## src/hw/cpcr_pkg.sv

```systemverilog
package cpcr_pkg;
    // register indices; the byte address is four times the index
    localparam logic [7:0] CPCR_PROF_IDX = 8'h98;
    localparam logic [7:0] CPCR_TRAP_IDX = 8'h9a;
    localparam logic [9:0] CPCR_PROF_ADDR = {CPCR_PROF_IDX, 2'b00};
    localparam logic [9:0] CPCR_TRAP_ADDR = {CPCR_TRAP_IDX, 2'b00};
    localparam logic [31:0] CPCR_PROF_RST = 32'h0000_0000;
    localparam logic [31:0] CPCR_TRAP_RST = 32'h0000_0000;
    localparam int CPCR_STEP0_MSB = 30;
    localparam int CPCR_STEP_W = 3;
    localparam int CPCR_NSTEP = 8;
    localparam int CPCR_LEAD_LSB = 5;
    localparam int CPCR_HAND_LSB = 22;
    localparam int CPCR_NEG_LSB = 16;
    localparam int CPCR_HYST_BIT = 15;
    localparam int CPCR_EMF_LSB = 10;
    localparam int CPCR_CYC_LSB = 7;
    localparam int CPCR_ZC_LSB = 2;
    localparam int CPCR_DIV_LSB = 0;
    localparam logic [1:0] CPCR_RESP_OKAY = 2'h0;
    localparam logic [1:0] CPCR_RESP_SLVERR = 2'h2;
    localparam logic [31:0] CPCR_UNMAPPED = 32'h0000_0000;
    localparam logic [12:0] CPCR_EMF_STEP = 13'h00c8;
    localparam logic [4:0] CPCR_CYC_BASE = 5'h02;
    localparam logic [4:0] CPCR_CYC_STEP = 5'h03;
    typedef enum logic [1:0] {CPCR_WR_IDLE, CPCR_WR_RESP} cpcr_wr_state_t;
endpackage

```

## src/hw/cpcr_cfg_if.sv

```systemverilog
`timescale 1ns/1ps
interface cpcr_cfg_if;
    logic [31:0] profile;
    logic [31:0] trap;
    modport src (output profile, output trap);
    modport dec (input profile, input trap);
endinterface

```

## src/hw/cpcr_decode.sv

```systemverilog
`timescale 1ns/1ps
module cpcr_decode (
    input wire logic clock,
    input wire logic rstn,
    cpcr_cfg_if.dec cfg,
    output logic [13:0] duty_q [8],
    output logic [4:0] lead_deg_q,
    output logic [4:0] handoff_cyc_q,
    output logic signed [6:0] neg_limit_q,
    output logic signed [7:0] pos_limit_q,
    output logic [12:0] emf_thr_q,
    output logic [4:0] isd_cyc_q,
    output logic [4:0] zc_deg_q,
    output logic [3:0] rate_div_q
);
    // duty in hundredths of a percent
    function automatic logic [13:0] duty_of(input logic [2:0] c);
        case (c)
            3'd0: duty_of = 14'd0;
            3'd1: duty_of = 14'd5000;
            3'd2: duty_of = 14'd7500;
            3'd3: duty_of = 14'd8375;
            3'd4: duty_of = 14'd8750;
            3'd5: duty_of = 14'd9375;
            3'd6: duty_of = 14'd9750;
            default: duty_of = 14'd9900;
        endcase
    endfunction
    function automatic logic signed [6:0] neg_of(input logic [2:0] c);
        case (c)
            3'd0: neg_of = 7'sd0;
            3'd1: neg_of = -7'sd40;
            3'd2: neg_of = -7'sd30;
            3'd3: neg_of = -7'sd20;
            3'd4: neg_of = -7'sd10;
            3'd5: neg_of = 7'sd10;
            3'd6: neg_of = 7'sd20;
            default: neg_of = 7'sd30;
        endcase
    endfunction
    logic [13:0] duty_d [8];
    logic [4:0] lead_d, hand_d, cyc_d, zc_d;
    logic signed [6:0] neg_d;
    logic signed [7:0] pos_d;
    logic [12:0] emf_d;
    logic [3:0] div_d;
    logic [2:0] ncode;
    always_comb begin
        ncode = cfg.trap[cpcr_pkg::CPCR_NEG_LSB +: 3];
        // one table for every step keeps step four on the same percent scale
        for (int i = 0; i < cpcr_pkg::CPCR_NSTEP; i++) begin
            duty_d[i] = duty_of(cfg.profile[cpcr_pkg::CPCR_STEP0_MSB - 2 - 3 * i +: 3]);
        end
        lead_d = 5'(5 * cfg.profile[cpcr_pkg::CPCR_LEAD_LSB +: 2]);
        hand_d = 5'(5'd3 << cfg.trap[cpcr_pkg::CPCR_HAND_LSB +: 2]);
        neg_d = neg_of(ncode);
        pos_d = 8'(neg_d) + (cfg.trap[cpcr_pkg::CPCR_HYST_BIT] ? 8'sd10 : 8'sd20);
        emf_d = 13'(cpcr_pkg::CPCR_EMF_STEP * cfg.trap[cpcr_pkg::CPCR_EMF_LSB +: 5]);
        cyc_d = 5'(cpcr_pkg::CPCR_CYC_BASE
            + cpcr_pkg::CPCR_CYC_STEP * cfg.trap[cpcr_pkg::CPCR_CYC_LSB +: 3]);
        case (cfg.trap[cpcr_pkg::CPCR_ZC_LSB +: 2])
            2'd0: zc_d = 5'd5;
            2'd1: zc_d = 5'd8;
            2'd2: zc_d = 5'd12;
            default: zc_d = 5'd15;
        endcase
        div_d = 4'(4'd1 << cfg.trap[cpcr_pkg::CPCR_DIV_LSB +: 2]);
    end
    always_ff @(posedge clock or negedge rstn) begin
        if (!rstn) begin
            for (int i = 0; i < 8; i++) duty_q[i] <= 14'd0;
            lead_deg_q <= 5'd0;
            handoff_cyc_q <= 5'd3;
            neg_limit_q <= 7'sd0;
            pos_limit_q <= 8'sd20;
            emf_thr_q <= 13'd0;
            isd_cyc_q <= 5'd2;
            zc_deg_q <= 5'd5;
            rate_div_q <= 4'd1;
        end else begin
            duty_q <= duty_d;
            lead_deg_q <= lead_d;
            handoff_cyc_q <= hand_d;
            neg_limit_q <= neg_d;
            pos_limit_q <= pos_d;
            emf_thr_q <= emf_d;
            isd_cyc_q <= cyc_d;
            zc_deg_q <= zc_d;
            rate_div_q <= div_d;
        end
    end
endmodule

```

## src/hw/cpcr_regs.sv

```systemverilog
// Added by the designer: the AXI4-Lite interface to the registers.
`timescale 1ns/1ps
module cpcr_regs (
    input wire logic clock,
    input wire logic rstn,
    input wire logic [9:0] s_axi_awaddr,
    input wire logic s_axi_awvalid,
    output logic s_axi_awready,
    input wire logic [31:0] s_axi_wdata,
    input wire logic [3:0] s_axi_wstrb,
    input wire logic s_axi_wvalid,
    output logic s_axi_wready,
    output logic [1:0] s_axi_bresp,
    output logic s_axi_bvalid,
    input wire logic s_axi_bready,
    input wire logic [9:0] s_axi_araddr,
    input wire logic s_axi_arvalid,
    output logic s_axi_arready,
    output logic [31:0] s_axi_rdata,
    output logic [1:0] s_axi_rresp,
    output logic s_axi_rvalid,
    input wire logic s_axi_rready,
    output logic [13:0] duty_q [8],
    output logic [4:0] lead_deg_q,
    output logic [4:0] handoff_cyc_q,
    output logic signed [6:0] neg_limit_q,
    output logic signed [7:0] pos_limit_q,
    output logic [12:0] emf_thr_q,
    output logic [4:0] isd_cyc_q,
    output logic [4:0] zc_deg_q,
    output logic [3:0] rate_div_q
);
    function automatic logic [31:0] merge(input logic [31:0] old, input logic [31:0] nw,
                                          input logic [3:0] be);
        for (int b = 0; b < 4; b++) begin
            merge[8 * b +: 8] = be[b] ? nw[8 * b +: 8] : old[8 * b +: 8];
        end
    endfunction

    cpcr_cfg_if cfg ();
    logic [31:0] prof_q, prof_d, trap_q, trap_d;
    logic [9:0] awaddr_q, awaddr_d;
    logic aw_have_q, aw_have_d, w_have_q, w_have_d;
    logic [31:0] wdata_q, wdata_d;
    logic [3:0] wstrb_q, wstrb_d;
    logic bvalid_d, rvalid_d, arready_d;
    logic [1:0] bresp_d, rresp_d;
    logic [31:0] rdata_d;
    cpcr_pkg::cpcr_wr_state_t wst_q, wst_d;

    assign cfg.profile = prof_q;
    assign cfg.trap = trap_q;

    // write side: address and data latched independently, either order
    always_comb begin
        awaddr_d = awaddr_q;
        aw_have_d = aw_have_q;
        wdata_d = wdata_q;
        wstrb_d = wstrb_q;
        w_have_d = w_have_q;
        prof_d = prof_q;
        trap_d = trap_q;
        bvalid_d = s_axi_bvalid;
        bresp_d = s_axi_bresp;
        wst_d = wst_q;
        if (s_axi_awvalid && s_axi_awready) begin
            awaddr_d = s_axi_awaddr;
            aw_have_d = 1'b1;
        end
        if (s_axi_wvalid && s_axi_wready) begin
            wdata_d = s_axi_wdata;
            wstrb_d = s_axi_wstrb;
            w_have_d = 1'b1;
        end
        case (wst_q)
            cpcr_pkg::CPCR_WR_IDLE: begin
                if (aw_have_q && w_have_q) begin
                    bresp_d = cpcr_pkg::CPCR_RESP_OKAY;
                    if (awaddr_q == cpcr_pkg::CPCR_PROF_ADDR) begin
                        prof_d = merge(prof_q, wdata_q, wstrb_q);
                    end else if (awaddr_q == cpcr_pkg::CPCR_TRAP_ADDR) begin
                        trap_d = merge(trap_q, wdata_q, wstrb_q);
                    end else begin
                        bresp_d = cpcr_pkg::CPCR_RESP_SLVERR;
                    end
                    bvalid_d = 1'b1;
                    aw_have_d = 1'b0;
                    w_have_d = 1'b0;
                    wst_d = cpcr_pkg::CPCR_WR_RESP;
                end
            end
            cpcr_pkg::CPCR_WR_RESP: begin
                if (s_axi_bready) begin
                    bvalid_d = 1'b0;
                    wst_d = cpcr_pkg::CPCR_WR_IDLE;
                end
            end
            default: wst_d = cpcr_pkg::CPCR_WR_IDLE;
        endcase
    end

    always_ff @(posedge clock or negedge rstn) begin
        if (!rstn) begin
            prof_q <= cpcr_pkg::CPCR_PROF_RST;
            trap_q <= cpcr_pkg::CPCR_TRAP_RST;
            awaddr_q <= 10'h000;
            aw_have_q <= 1'b0;
            wdata_q <= 32'h0000_0000;
            wstrb_q <= 4'h0;
            w_have_q <= 1'b0;
            s_axi_bvalid <= 1'b0;
            s_axi_bresp <= cpcr_pkg::CPCR_RESP_OKAY;
            wst_q <= cpcr_pkg::CPCR_WR_IDLE;
            s_axi_awready <= 1'b0;
            s_axi_wready <= 1'b0;
        end else begin
            prof_q <= prof_d;
            trap_q <= trap_d;
            awaddr_q <= awaddr_d;
            aw_have_q <= aw_have_d;
            wdata_q <= wdata_d;
            wstrb_q <= wstrb_d;
            w_have_q <= w_have_d;
            s_axi_bvalid <= bvalid_d;
            s_axi_bresp <= bresp_d;
            wst_q <= wst_d;
            // ready only while that half is empty and no response pending
            s_axi_awready <= !aw_have_d && (wst_d == cpcr_pkg::CPCR_WR_IDLE)
                && !(s_axi_awvalid && s_axi_awready);
            s_axi_wready <= !w_have_d && (wst_d == cpcr_pkg::CPCR_WR_IDLE)
                && !(s_axi_wvalid && s_axi_wready);
        end
    end

    // read side: one outstanding read
    always_comb begin
        rvalid_d = s_axi_rvalid;
        rdata_d = s_axi_rdata;
        rresp_d = s_axi_rresp;
        arready_d = !s_axi_rvalid && !s_axi_arready;
        if (s_axi_rvalid && s_axi_rready) begin
            rvalid_d = 1'b0;
        end
        if (s_axi_arvalid && s_axi_arready) begin
            rvalid_d = 1'b1;
            arready_d = 1'b0;
            rresp_d = cpcr_pkg::CPCR_RESP_OKAY;
            if (s_axi_araddr == cpcr_pkg::CPCR_PROF_ADDR) begin
                rdata_d = prof_q;
            end else if (s_axi_araddr == cpcr_pkg::CPCR_TRAP_ADDR) begin
                rdata_d = trap_q;
            end else begin
                rdata_d = cpcr_pkg::CPCR_UNMAPPED;
                rresp_d = cpcr_pkg::CPCR_RESP_SLVERR;
            end
        end
    end

    always_ff @(posedge clock or negedge rstn) begin
        if (!rstn) begin
            s_axi_rvalid <= 1'b0;
            s_axi_rdata <= 32'h0000_0000;
            s_axi_rresp <= cpcr_pkg::CPCR_RESP_OKAY;
            s_axi_arready <= 1'b0;
        end else begin
            s_axi_rvalid <= rvalid_d;
            s_axi_rdata <= rdata_d;
            s_axi_rresp <= rresp_d;
            s_axi_arready <= arready_d;
        end
    end

    cpcr_decode u_decode (
        .clock(clock),
        .rstn(rstn),
        .cfg(cfg.dec),
        .duty_q(duty_q),
        .lead_deg_q(lead_deg_q),
        .handoff_cyc_q(handoff_cyc_q),
        .neg_limit_q(neg_limit_q),
        .pos_limit_q(pos_limit_q),
        .emf_thr_q(emf_thr_q),
        .isd_cyc_q(isd_cyc_q),
        .zc_deg_q(zc_deg_q),
        .rate_div_q(rate_div_q)
    );

    wire prof_hit = s_axi_awaddr == cpcr_pkg::CPCR_PROF_ADDR;

    prof_reset_a: assert property (@(posedge clock)
        $rose(rstn) |-> prof_q == 32'h0000_0000 && trap_q == 32'h0000_0000)
        else $error("config not zero after reset");
    prof_write_a: assert property (@(posedge clock) disable iff (!rstn)
        wst_q == cpcr_pkg::CPCR_WR_IDLE && aw_have_q && w_have_q
        && awaddr_q == cpcr_pkg::CPCR_PROF_ADDR && wstrb_q == 4'hf
        |=> prof_q == $past(wdata_q))
        else $error("profile write lost");
    trap_write_a: assert property (@(posedge clock) disable iff (!rstn)
        wst_q == cpcr_pkg::CPCR_WR_IDLE && aw_have_q && w_have_q
        && awaddr_q == cpcr_pkg::CPCR_TRAP_ADDR && wstrb_q == 4'hf
        |=> trap_q == $past(wdata_q))
        else $error("trap write lost");
    step4_duty_a: assert property (@(posedge clock) disable iff (!rstn)
        prof_q[18:16] == 3'd7 && $stable(prof_q) |=> duty_q[4] == 14'd9900)
        else $error("step four decode wrong");
    step0_duty_a: assert property (@(posedge clock) disable iff (!rstn)
        prof_q[30:28] == 3'd3 && $stable(prof_q) |=> duty_q[0] == 14'd8375)
        else $error("step zero decode wrong");
    lead_angle_a: assert property (@(posedge clock) disable iff (!rstn)
        $stable(prof_q) |=> lead_deg_q == 5'(5 * $past(prof_q[6:5])))
        else $error("lead angle wrong");
    handoff_count_a: assert property (@(posedge clock) disable iff (!rstn)
        trap_q[23:22] == 2'd3 && $stable(trap_q) |=> handoff_cyc_q == 5'd24)
        else $error("handoff count wrong");
    neg_limit_a: assert property (@(posedge clock) disable iff (!rstn)
        trap_q[18:16] == 3'd1 && !trap_q[15] && $stable(trap_q)
        |=> neg_limit_q == -7'sd40 && pos_limit_q == -8'sd20)
        else $error("current limits wrong");
    hyst_select_a: assert property (@(posedge clock) disable iff (!rstn)
        trap_q[18:16] == 3'd0 && trap_q[15] && $stable(trap_q) |=> pos_limit_q == 8'sd10)
        else $error("hysteresis wrong");
    emf_thresh_a: assert property (@(posedge clock) disable iff (!rstn)
        trap_q[14:10] == 5'h1f && $stable(trap_q) |=> emf_thr_q == 13'd6200)
        else $error("emf threshold wrong");
    isd_cycles_a: assert property (@(posedge clock) disable iff (!rstn)
        trap_q[9:7] == 3'd7 && $stable(trap_q) |=> isd_cyc_q == 5'd23)
        else $error("isd cycles wrong");
    zc_angle_a: assert property (@(posedge clock) disable iff (!rstn)
        trap_q[3:2] == 2'd2 && $stable(trap_q) |=> zc_deg_q == 5'd12)
        else $error("zc angle wrong");
    rate_div_a: assert property (@(posedge clock) disable iff (!rstn)
        trap_q[1:0] == 2'd3 && $stable(trap_q) |=> rate_div_q == 4'd8)
        else $error("rate divider wrong");
    read_back_c: cover property (@(posedge clock) disable iff (!rstn) s_axi_rvalid && s_axi_rready);
    prof_wr_c: cover property (@(posedge clock) disable iff (!rstn)
        s_axi_awvalid && s_axi_awready && prof_hit);
    bad_addr_c: cover property (@(posedge clock) disable iff (!rstn)
        s_axi_bvalid && s_axi_bresp == cpcr_pkg::CPCR_RESP_SLVERR);
endmodule

```

## config.mk

```make
export PLATFORM = sky130hd
export DESIGN_NAME = cpcr_regs
export DESIGN_NICKNAME = d
export VERILOG_FILES = /design/src/hw/cpcr_pkg.sv /design/src/hw/cpcr_cfg_if.sv /design/src/hw/cpcr_decode.sv /design/src/hw/cpcr_regs.sv
export SDC_FILE = /design/constraint.sdc
export NUM_CORES = 1
export LEC_CHECK = 0
export BUFFER_PORTS_ARGS = -buffer_cell sky130_fd_sc_hd__buf_2
export CORE_AREA = 2 2 149 151
export CTS_BUF_LIST = sky130_fd_sc_hd__clkbuf_4 sky130_fd_sc_hd__clkbuf_8 sky130_fd_sc_hd__clkbuf_16
export DETAILED_ROUTE_END_ITERATION = 8
export DIE_AREA = 0 0 151 153
export PLACE_DENSITY = 0.75
export SLEW_MARGIN = 40
export SYNTH_ARGS = -nofsm -noshare
export SYNTH_HDL_FRONTEND = slang
export SYNTH_SLANG_ARGS = --single-unit
```

## constraint.sdc

```tcl
create_clock -name clock -period 2.71 [get_ports clock]
set_input_delay 0.4065 -clock clock [delete_from_list [all_inputs] [get_ports clock]]
set_output_delay 0.4065 -clock clock [all_outputs]
set_load 0.01 [all_outputs]
```

==> flow_summary_export.csv, run 1 <==
group,metric,value,unit
status,status,"complete, no violations",
power,p_leak,7.69,nW
logic_synthesis,synthArstFlopShare,100,%
layout,fillers,1675,
routing,dr.pass1.iters,4,
die,die_h,153,µm
worst_hold_path,holdPathEnd,"s_axi_rvalid",
layout,drive_gt1_share,41.7,%
placement,io_buffers,258,
setup_path,end_kind,"register",
die,coreArea,21500,µm²
power,pwr_density_cell,744,nW/µm²
routing,ant_nets,0,
worst_hold_path,hold_class,"primary input to register",
logic_synthesis,synth_cells,847,
die,dieArea,23100,µm²
cts,htreeDepth,1,
sta,setup_tns,0,ps
sta,drv_slew,0,
sta,worst_slew_pin_slew,584,ps
logic_synthesis,seq_area_frac_synth,63.8,%
cts,cts_root_buf,"clkbuf_16",
die,num_rows,54,
grt,grtUsageTotal,20.4,%
setup_path,r2r-start,"cfg.trap[11]",
routing,route.detailed.vias_per_inst,4.98,
setup_path,r2r_cells,9,
cts,cts_tree,"built",
logic_synthesis,synth_top_area_share,62.0,%
sta,maxSlewHeadroom,61.1,%
logic_synthesis,synthFlopType,"dfrtp_1",
layout,fin_nets,1178,
sta,period_share,78.9,%
grt,antenna_found_initial,2,
logic_synthesis,syn_area_per_cell,13.5,µm²
logic_synthesis,synth_area,11500,µm²
cts,tritoncts.num_buffers,29,
sta,timing.fmax,468,MHz
die,start_util,53.4,%
placement,dpl.hpwl,15900,µm
setup_path,cp.required,3130,ps
worst_hold_path,hold_depth,2,
logic_synthesis,ys_types,44,
sta,setup_violations,0,
logic_synthesis,synthTopCellsByArea,"dfrtp_1 62%, mux2_2 11%, ha_1 3.2%",
sta,rsz0062_at_grt,"no",
sta,period_needed,2140,ps
setup_path,crit_fanout,5,
placement,place.gp.congestion,0.775,
worst_hold_path,min_from,"s_axi_rready",
power,clkPwrFrac,38.8,%
setup_path,r2r-end,"u_decode.emf_thr_q[11]",
logic_synthesis,synth_edf_count,0,
job,maxCapViolations,0,
power,pwr-share-comb,10.7,%
routing,finalWirelength,23400,µm
power,internal_power,0.00786,W
logic_synthesis,ys_seq_elements,292,
routing,wire_per_inst,16.8,µm
cts,clk_latency,530,ps
die,die-width,151,µm
logic_synthesis,yosys.area.top_type,"dfrtp_1",
layout,ff_latch_area,7320,µm²
cts,clock_sinks,292,
setup_path,critPathArrivalTime,2550,ps
sta,hold_viol,0,
die,io_pins,268,
sta,fin_hold_ws,70.1,ps
power,pwr-share-seq,50.4,%
power,peakVddDrop,600,µV
cts,path_clk_slew,60,ps
setup_path,critPathKind,"register to register",
setup_path,r2r_slack,570,ps
cts,post_cts_buffers,0,
sta,setup_ws,573,ps
power,power_switching,0.00249,W
placement,preCtsSetupSlack,612,ps
layout,syn2layout_area_growth,21.3,%
layout,multi_input_area,3720,µm²
cts,cts.repair.resized,0,
routing,drtIter0Drc,300,
logic_synthesis,yosysWarnings,0,
setup_path,worstSetupStartpoint,"cfg.trap[11]",
routing,vias,6920,
grt,gr-total-overflow,0,
sta,clock_skew,14.0,ps
setup_path,cp-start-kind,"register",
power,netSwitchingFraction,24.1,%
grt,grt_first_pass_wirelength,37500,µm
grt,grt_max_degree,70,
cts,cts_max_path_buffers,3,
routing,drcViolationCount,0,
grt,grt_pass1_vias,7066,
## cell usage in the layout, fill, tap and decap left out, types with 5 or more instances in the layout
cell       synthesis  final
a21o_1             5      5
dfstp_2            8      8
buf_12             0      5
nor2b_1            7      7
clkbuf_4           0      9
clkinv_2           0      5
a21oi_1           15     15
mux2_2           110    110
o22a_1             5      5
clkbuf_16          0     29
nand2b_1          27     27
and2_1             7      7
nand2_1           70     68
ha_1              29     29
dfrtp_1          284    284
conb_1             1     10
mux2i_1           33     33
xnor2_1           24     24
buf_2              1    257
clkbuf_8           0      6
o21bai_1           5      5
o21ai_0           42     42
xor2_1            11     11
or2_2             10     10
nor2_1            20     20
inv_1             29     29
## cells by family after synthesis
group | share of synthesized area [%]
flip-flops | 63.8
AND/OR/NAND/NOR | 7.84
multiplexers | 13.9
buffers and inverters | 4.13
AO/OA/AOI/OAI | 4.13
XOR/XNOR | 2.67
adder cells (fa/ha/maj) | 3.51
other | 0.0327
## critical path, stage by stage, from the launching register on
cell and delay (ps):
dfrtp_1 430, ha_1 310, ha_1 280, ha_1 170, inv_1 60, fa_1 400, inv_1 70, a21o_1 110
a21oi_1 70, xnor2_1 120
## how the worst max path moves through the flow
stage          cells past startpoint  slack, ps                 endpoint
3_5_place_dp                       9        610   u_decode.emf_thr_q[11]
4_1_cts                            9        570   u_decode.emf_thr_q[11]
5_1_grt                            7        460  u_decode.pos_limit_q[5]
6_report                           9        570   u_decode.emf_thr_q[11]
3_3_place_gp                       9        620   u_decode.emf_thr_q[11]
2_1_floorplan                      9        710   u_decode.emf_thr_q[11]
## state kept, by name, indices dropped and copies added (netlist names), 2 cells and up
signal,count
u_decode.isd_cyc_q,5
wdata_q,32
u_decode.handoff_cyc_q,5
u_decode.lead_deg_q,2
u_decode.pos_limit_q,7
s_axi_rdata,32
u_decode.duty_q,96
u_decode.zc_deg_q,4
u_decode.neg_limit_q,6
awaddr_q,10
wst_q,2
cfg.trap,32
u_decode.rate_div_q,4
wstrb_q,4
u_decode.emf_thr_q,10
cfg.profile,32
## power groups by stage
stage | registers, W | logic [W] | clock network (W)
final | 0.00522 | 0.00111 | 0.00402
after global placement | 0.00527 | 0.00109 | 0
after floorplan | 0.00518 | 0.000766 | 0
after detailed placement | 0.00529 | 0.00113 | 0
after global routing | 0.00529 | 0.00123 | 0.00428
after CTS | 0.00522 | 0.00113 | 0.00411
## cells in the mapped netlist (2+ instances only)
cell type and n:
o21bai_1 5, mux2_1 2, a21oi_1 15, dfstp_2 8
nand2b_1 27, nor2_1 20, dfrtp_1 284, buf_1 7
a211oi_1 2, o22a_1 5, o21ai_0 42, buf_4 27
xor2_1 11, xnor2_1 24, nor3b_4 4, mux2_2 110
nor2b_1 7, or2_2 10, nand3_2 4, ha_1 29
nor3b_1 2, mux2i_1 33, nand3_1 2, o21a_1 4
and2_1 7, nand2_1 70, nand4_1 2, fa_1 2
a21o_1 5, clkbuf_1 35, inv_1 29
## final cells by class
class | instances | share of cell area (%)
Sequential cell | 292 | 52.6
Multi-Input combinational cell | 465 | 26.7
Timing Repair Buffer | 267 | 10.3
Clock buffer | 44 | 6.29
Tap cell | 280 | 2.52
Inverter | 29 | 0.782
Clock inverter | 9 | 0.755
Antenna cell | 3 | 0.0539
## metrics by stage
stage	utilization [%]	std cells	total power, W	instance area, µm²
after detailed placement	60.1	1332	0.00642	12900
after CTS	64.7	1386	0.0105	13900
after global routing	64.7	1387	0.0108	13900
after floorplan	-	856	0.00595	11500
after global placement	60.1	1332	0.00636	12900
final	64.8	1389	0.0104	13900
## timing repair
action / in CTS / in global routing
hold endpoints to repair: 54 / 0
setup endpoints to repair: 0 / 0
hold buffers: 1 / 0
## per-layer routing
layer / up-vias / routed length [µm] / GRT usage (%)
li1: 3263 / - / -
met4: 0 / 352 / 4.72
met1: 3445 / 9920 / 27.1
met2: 185 / 11700 / 34.9
met3: 27 / 1360 / 4.00
met5: - / 0 / 0
Note: power is estimated with default switching activity, not from simulation.
==> run 2, diff against run 1 <==
==> constraint.sdc (replaced) <==
create_clock -name clock -period 2.2 [get_ports clock]
set_input_delay 0.33 -clock clock [delete_from_list [all_inputs] [get_ports clock]]
set_output_delay 0.33 -clock clock [all_outputs]
set_load 0.01 [all_outputs]
==> run 2 against run 1 <==
Final cell count is 0.86% higher. Non-clock buffer count is 11 higher. Routed wire length is 1.5% higher. First-iteration DRC count is 2.0% higher. Clock skew is 7.6 ps lower. Via count is 0.77% higher. Critical path type unchanged. Largest cell class unchanged. Highest routed layer unchanged.
==> flow_summary_export.csv, run 2 (synthesis results as in run 1) <==
group,metric,value,unit
status,status,"complete, no violations",
routing,dr.pass1.iters,4,
grt,antenna_found_initial,1,
die,start_util,53.4,%
power,peakVddDrop,852,µV
grt,grt_max_degree,61,
worst_hold_path,holdPathEnd,"wdata_q[1]",
sta,setup_violations,0,
sta,hold_viol,0,
grt,grt_pass1_vias,7149,
setup_path,r2r_slack,150,ps
layout,fin_nets,1189,
placement,preCtsSetupSlack,102,ps
setup_path,r2r-end,"u_decode.pos_limit_q[5]",
sta,worst_slew_pin_slew,580,ps
worst_hold_path,hold_depth,2,
cts,tritoncts.num_buffers,29,
placement,io_buffers,258,
cts,cts_tree,"built",
layout,syn2layout_area_growth,22.1,%
grt,grt_first_pass_wirelength,38100,µm
cts,cts_max_path_buffers,3,
sta,setup_tns,0,ps
die,die-width,151,µm
setup_path,r2r-start,"cfg.trap[16]",
layout,drive_gt1_share,42.5,%
routing,drtIter0Drc,306,
die,num_rows,54,
routing,finalWirelength,23700,µm
sta,maxSlewHeadroom,61.3,%
setup_path,r2r_cells,7,
cts,clock_sinks,292,
routing,wire_per_inst,16.9,µm
sta,period_share,93.2,%
layout,largest_reg_flops,96,
sta,drv_slew,0,
cts,cts_root_buf,"clkbuf_16",
layout,final_common_cell,"dfrtp_1",
cts,clk_latency,530,ps
die,coreArea,21500,µm²
cts,post_cts_buffers,0,
setup_path,critPathKind,"register to register",
routing,route.detailed.vias_per_inst,4.98,
worst_hold_path,min_from,"s_axi_wdata[1]",
die,io_pins,268,
routing,ant_nets,0,
sta,rsz0062_at_grt,"no",
worst_hold_path,hold_class,"primary input to register",
die,die_h,153,µm
setup_path,cp-start-kind,"register",
grt,gr-total-overflow,0,
job,maxCapViolations,0,
setup_path,cp.required,2650,ps
power,pwr_density_cell,910,nW/µm²
cts,htreeDepth,1,
sta,period_needed,2050,ps
grt,grtUsageTotal,20.8,%
sta,timing.fmax,488,MHz
power,p_leak,7.74,nW
layout,final_cell_mix,"283 x dfrtp_1, 257 x buf_2, 110 x mux2_2",
die,dieArea,23100,µm²
setup_path,end_kind,"register",
placement,place.gp.congestion,0.772,
setup_path,critPathArrivalTime,2500,ps
layout,regMostFlops,"u_decode.duty_q",
sta,setup_ws,150,ps
sta,clock_skew,6.43,ps
placement,dpl.hpwl,16500,µm
routing,drcViolationCount,0,
routing,vias,6973,
setup_path,crit_fanout,8,
cts,path_clk_slew,60,ps
run 2: changes by cell type in the layout (fill, tap and decap cells not counted), moves of 2 or more:
cell / delta
clkinvlp_4: +2
buf_4: +9
clkbuf_4: -4
clkbuf_8: -4
clkinv_2: +6
run 2: critical path, cell delays in order (launching register included):
cell and delay [ps]:
dfrtp_2 450, nand2b_1 170, xnor2_1 150, ha_1 240, fa_1 420, a21o_1 180, a21oi_1 210, xor2_1 170
run 2: layout make-up:
class,instances,area (µm²)
Multi-Input combinational cell,465,3720
Inverter,29,109
Antenna cell,3,7.51
Timing Repair Buffer,278,1530
Clock inverter,18,178
Clock buffer,36,791
Sequential cell,292,7320
Fill cell,1654,7480
Tap cell,280,350
run 2: layer usage:
metal	routed length [µm]	global-route usage (%)	up-vias	part of all wire, %
met5	0	0	-	0
met4	332	4.41	0	1.4
met3	1430	4.42	23	6.0
met2	11800	35.4	191	50
met1	10100	27.6	3444	43
li1	-	-	3315	-
run 2: worst max-delay path by stage:
| stage | from | to | slack, ps | cells past startpoint |
|---|---|---|---|---|
| 2_1_floorplan | cfg.trap[11] | u_decode.emf_thr_q[11] | 200 | 9 |
| 3_3_place_gp | cfg.trap[11] | u_decode.emf_thr_q[11] | 120 | 9 |
| 3_5_place_dp | cfg.trap[11] | u_decode.emf_thr_q[11] | 100 | 9 |
| 4_1_cts | cfg.trap[11] | u_decode.emf_thr_q[11] | 60 | 9 |
| 5_1_grt | cfg.trap[16] | u_decode.pos_limit_q[5] | 10 | 7 |
| 6_report | cfg.trap[16] | u_decode.pos_limit_q[5] | 150 | 7 |
run 2: repair_timing:
item                       4_1_cts  5_1_grt
hold endpoints to repair        48        0
hold buffers                     2        0
gates resized for setup          0        3
setup endpoints to repair        0        2
run 2: through the flow:
stage                     total power [W]  instances  cell area [µm²]  hold WS [ps]  util, %
after CTS                          0.0129       1398            14000         0.245     65.1
after floorplan                   0.00733        856            11500          34.4        -
final                              0.0127       1401            14000          23.3     65.2
after global placement            0.00787       1342            13000           305     60.5
after detailed placement          0.00794       1342            13000           306     60.5
after global routing               0.0133       1399            14000          6.93     65.2
run 2: power by group:
part	internal [W]	switching (W)	leakage [nW]
logic	0.000744	0.000654	3.33
registers	0.00597	0.000457	3.92
clock network	0.00291	0.00201	0.489
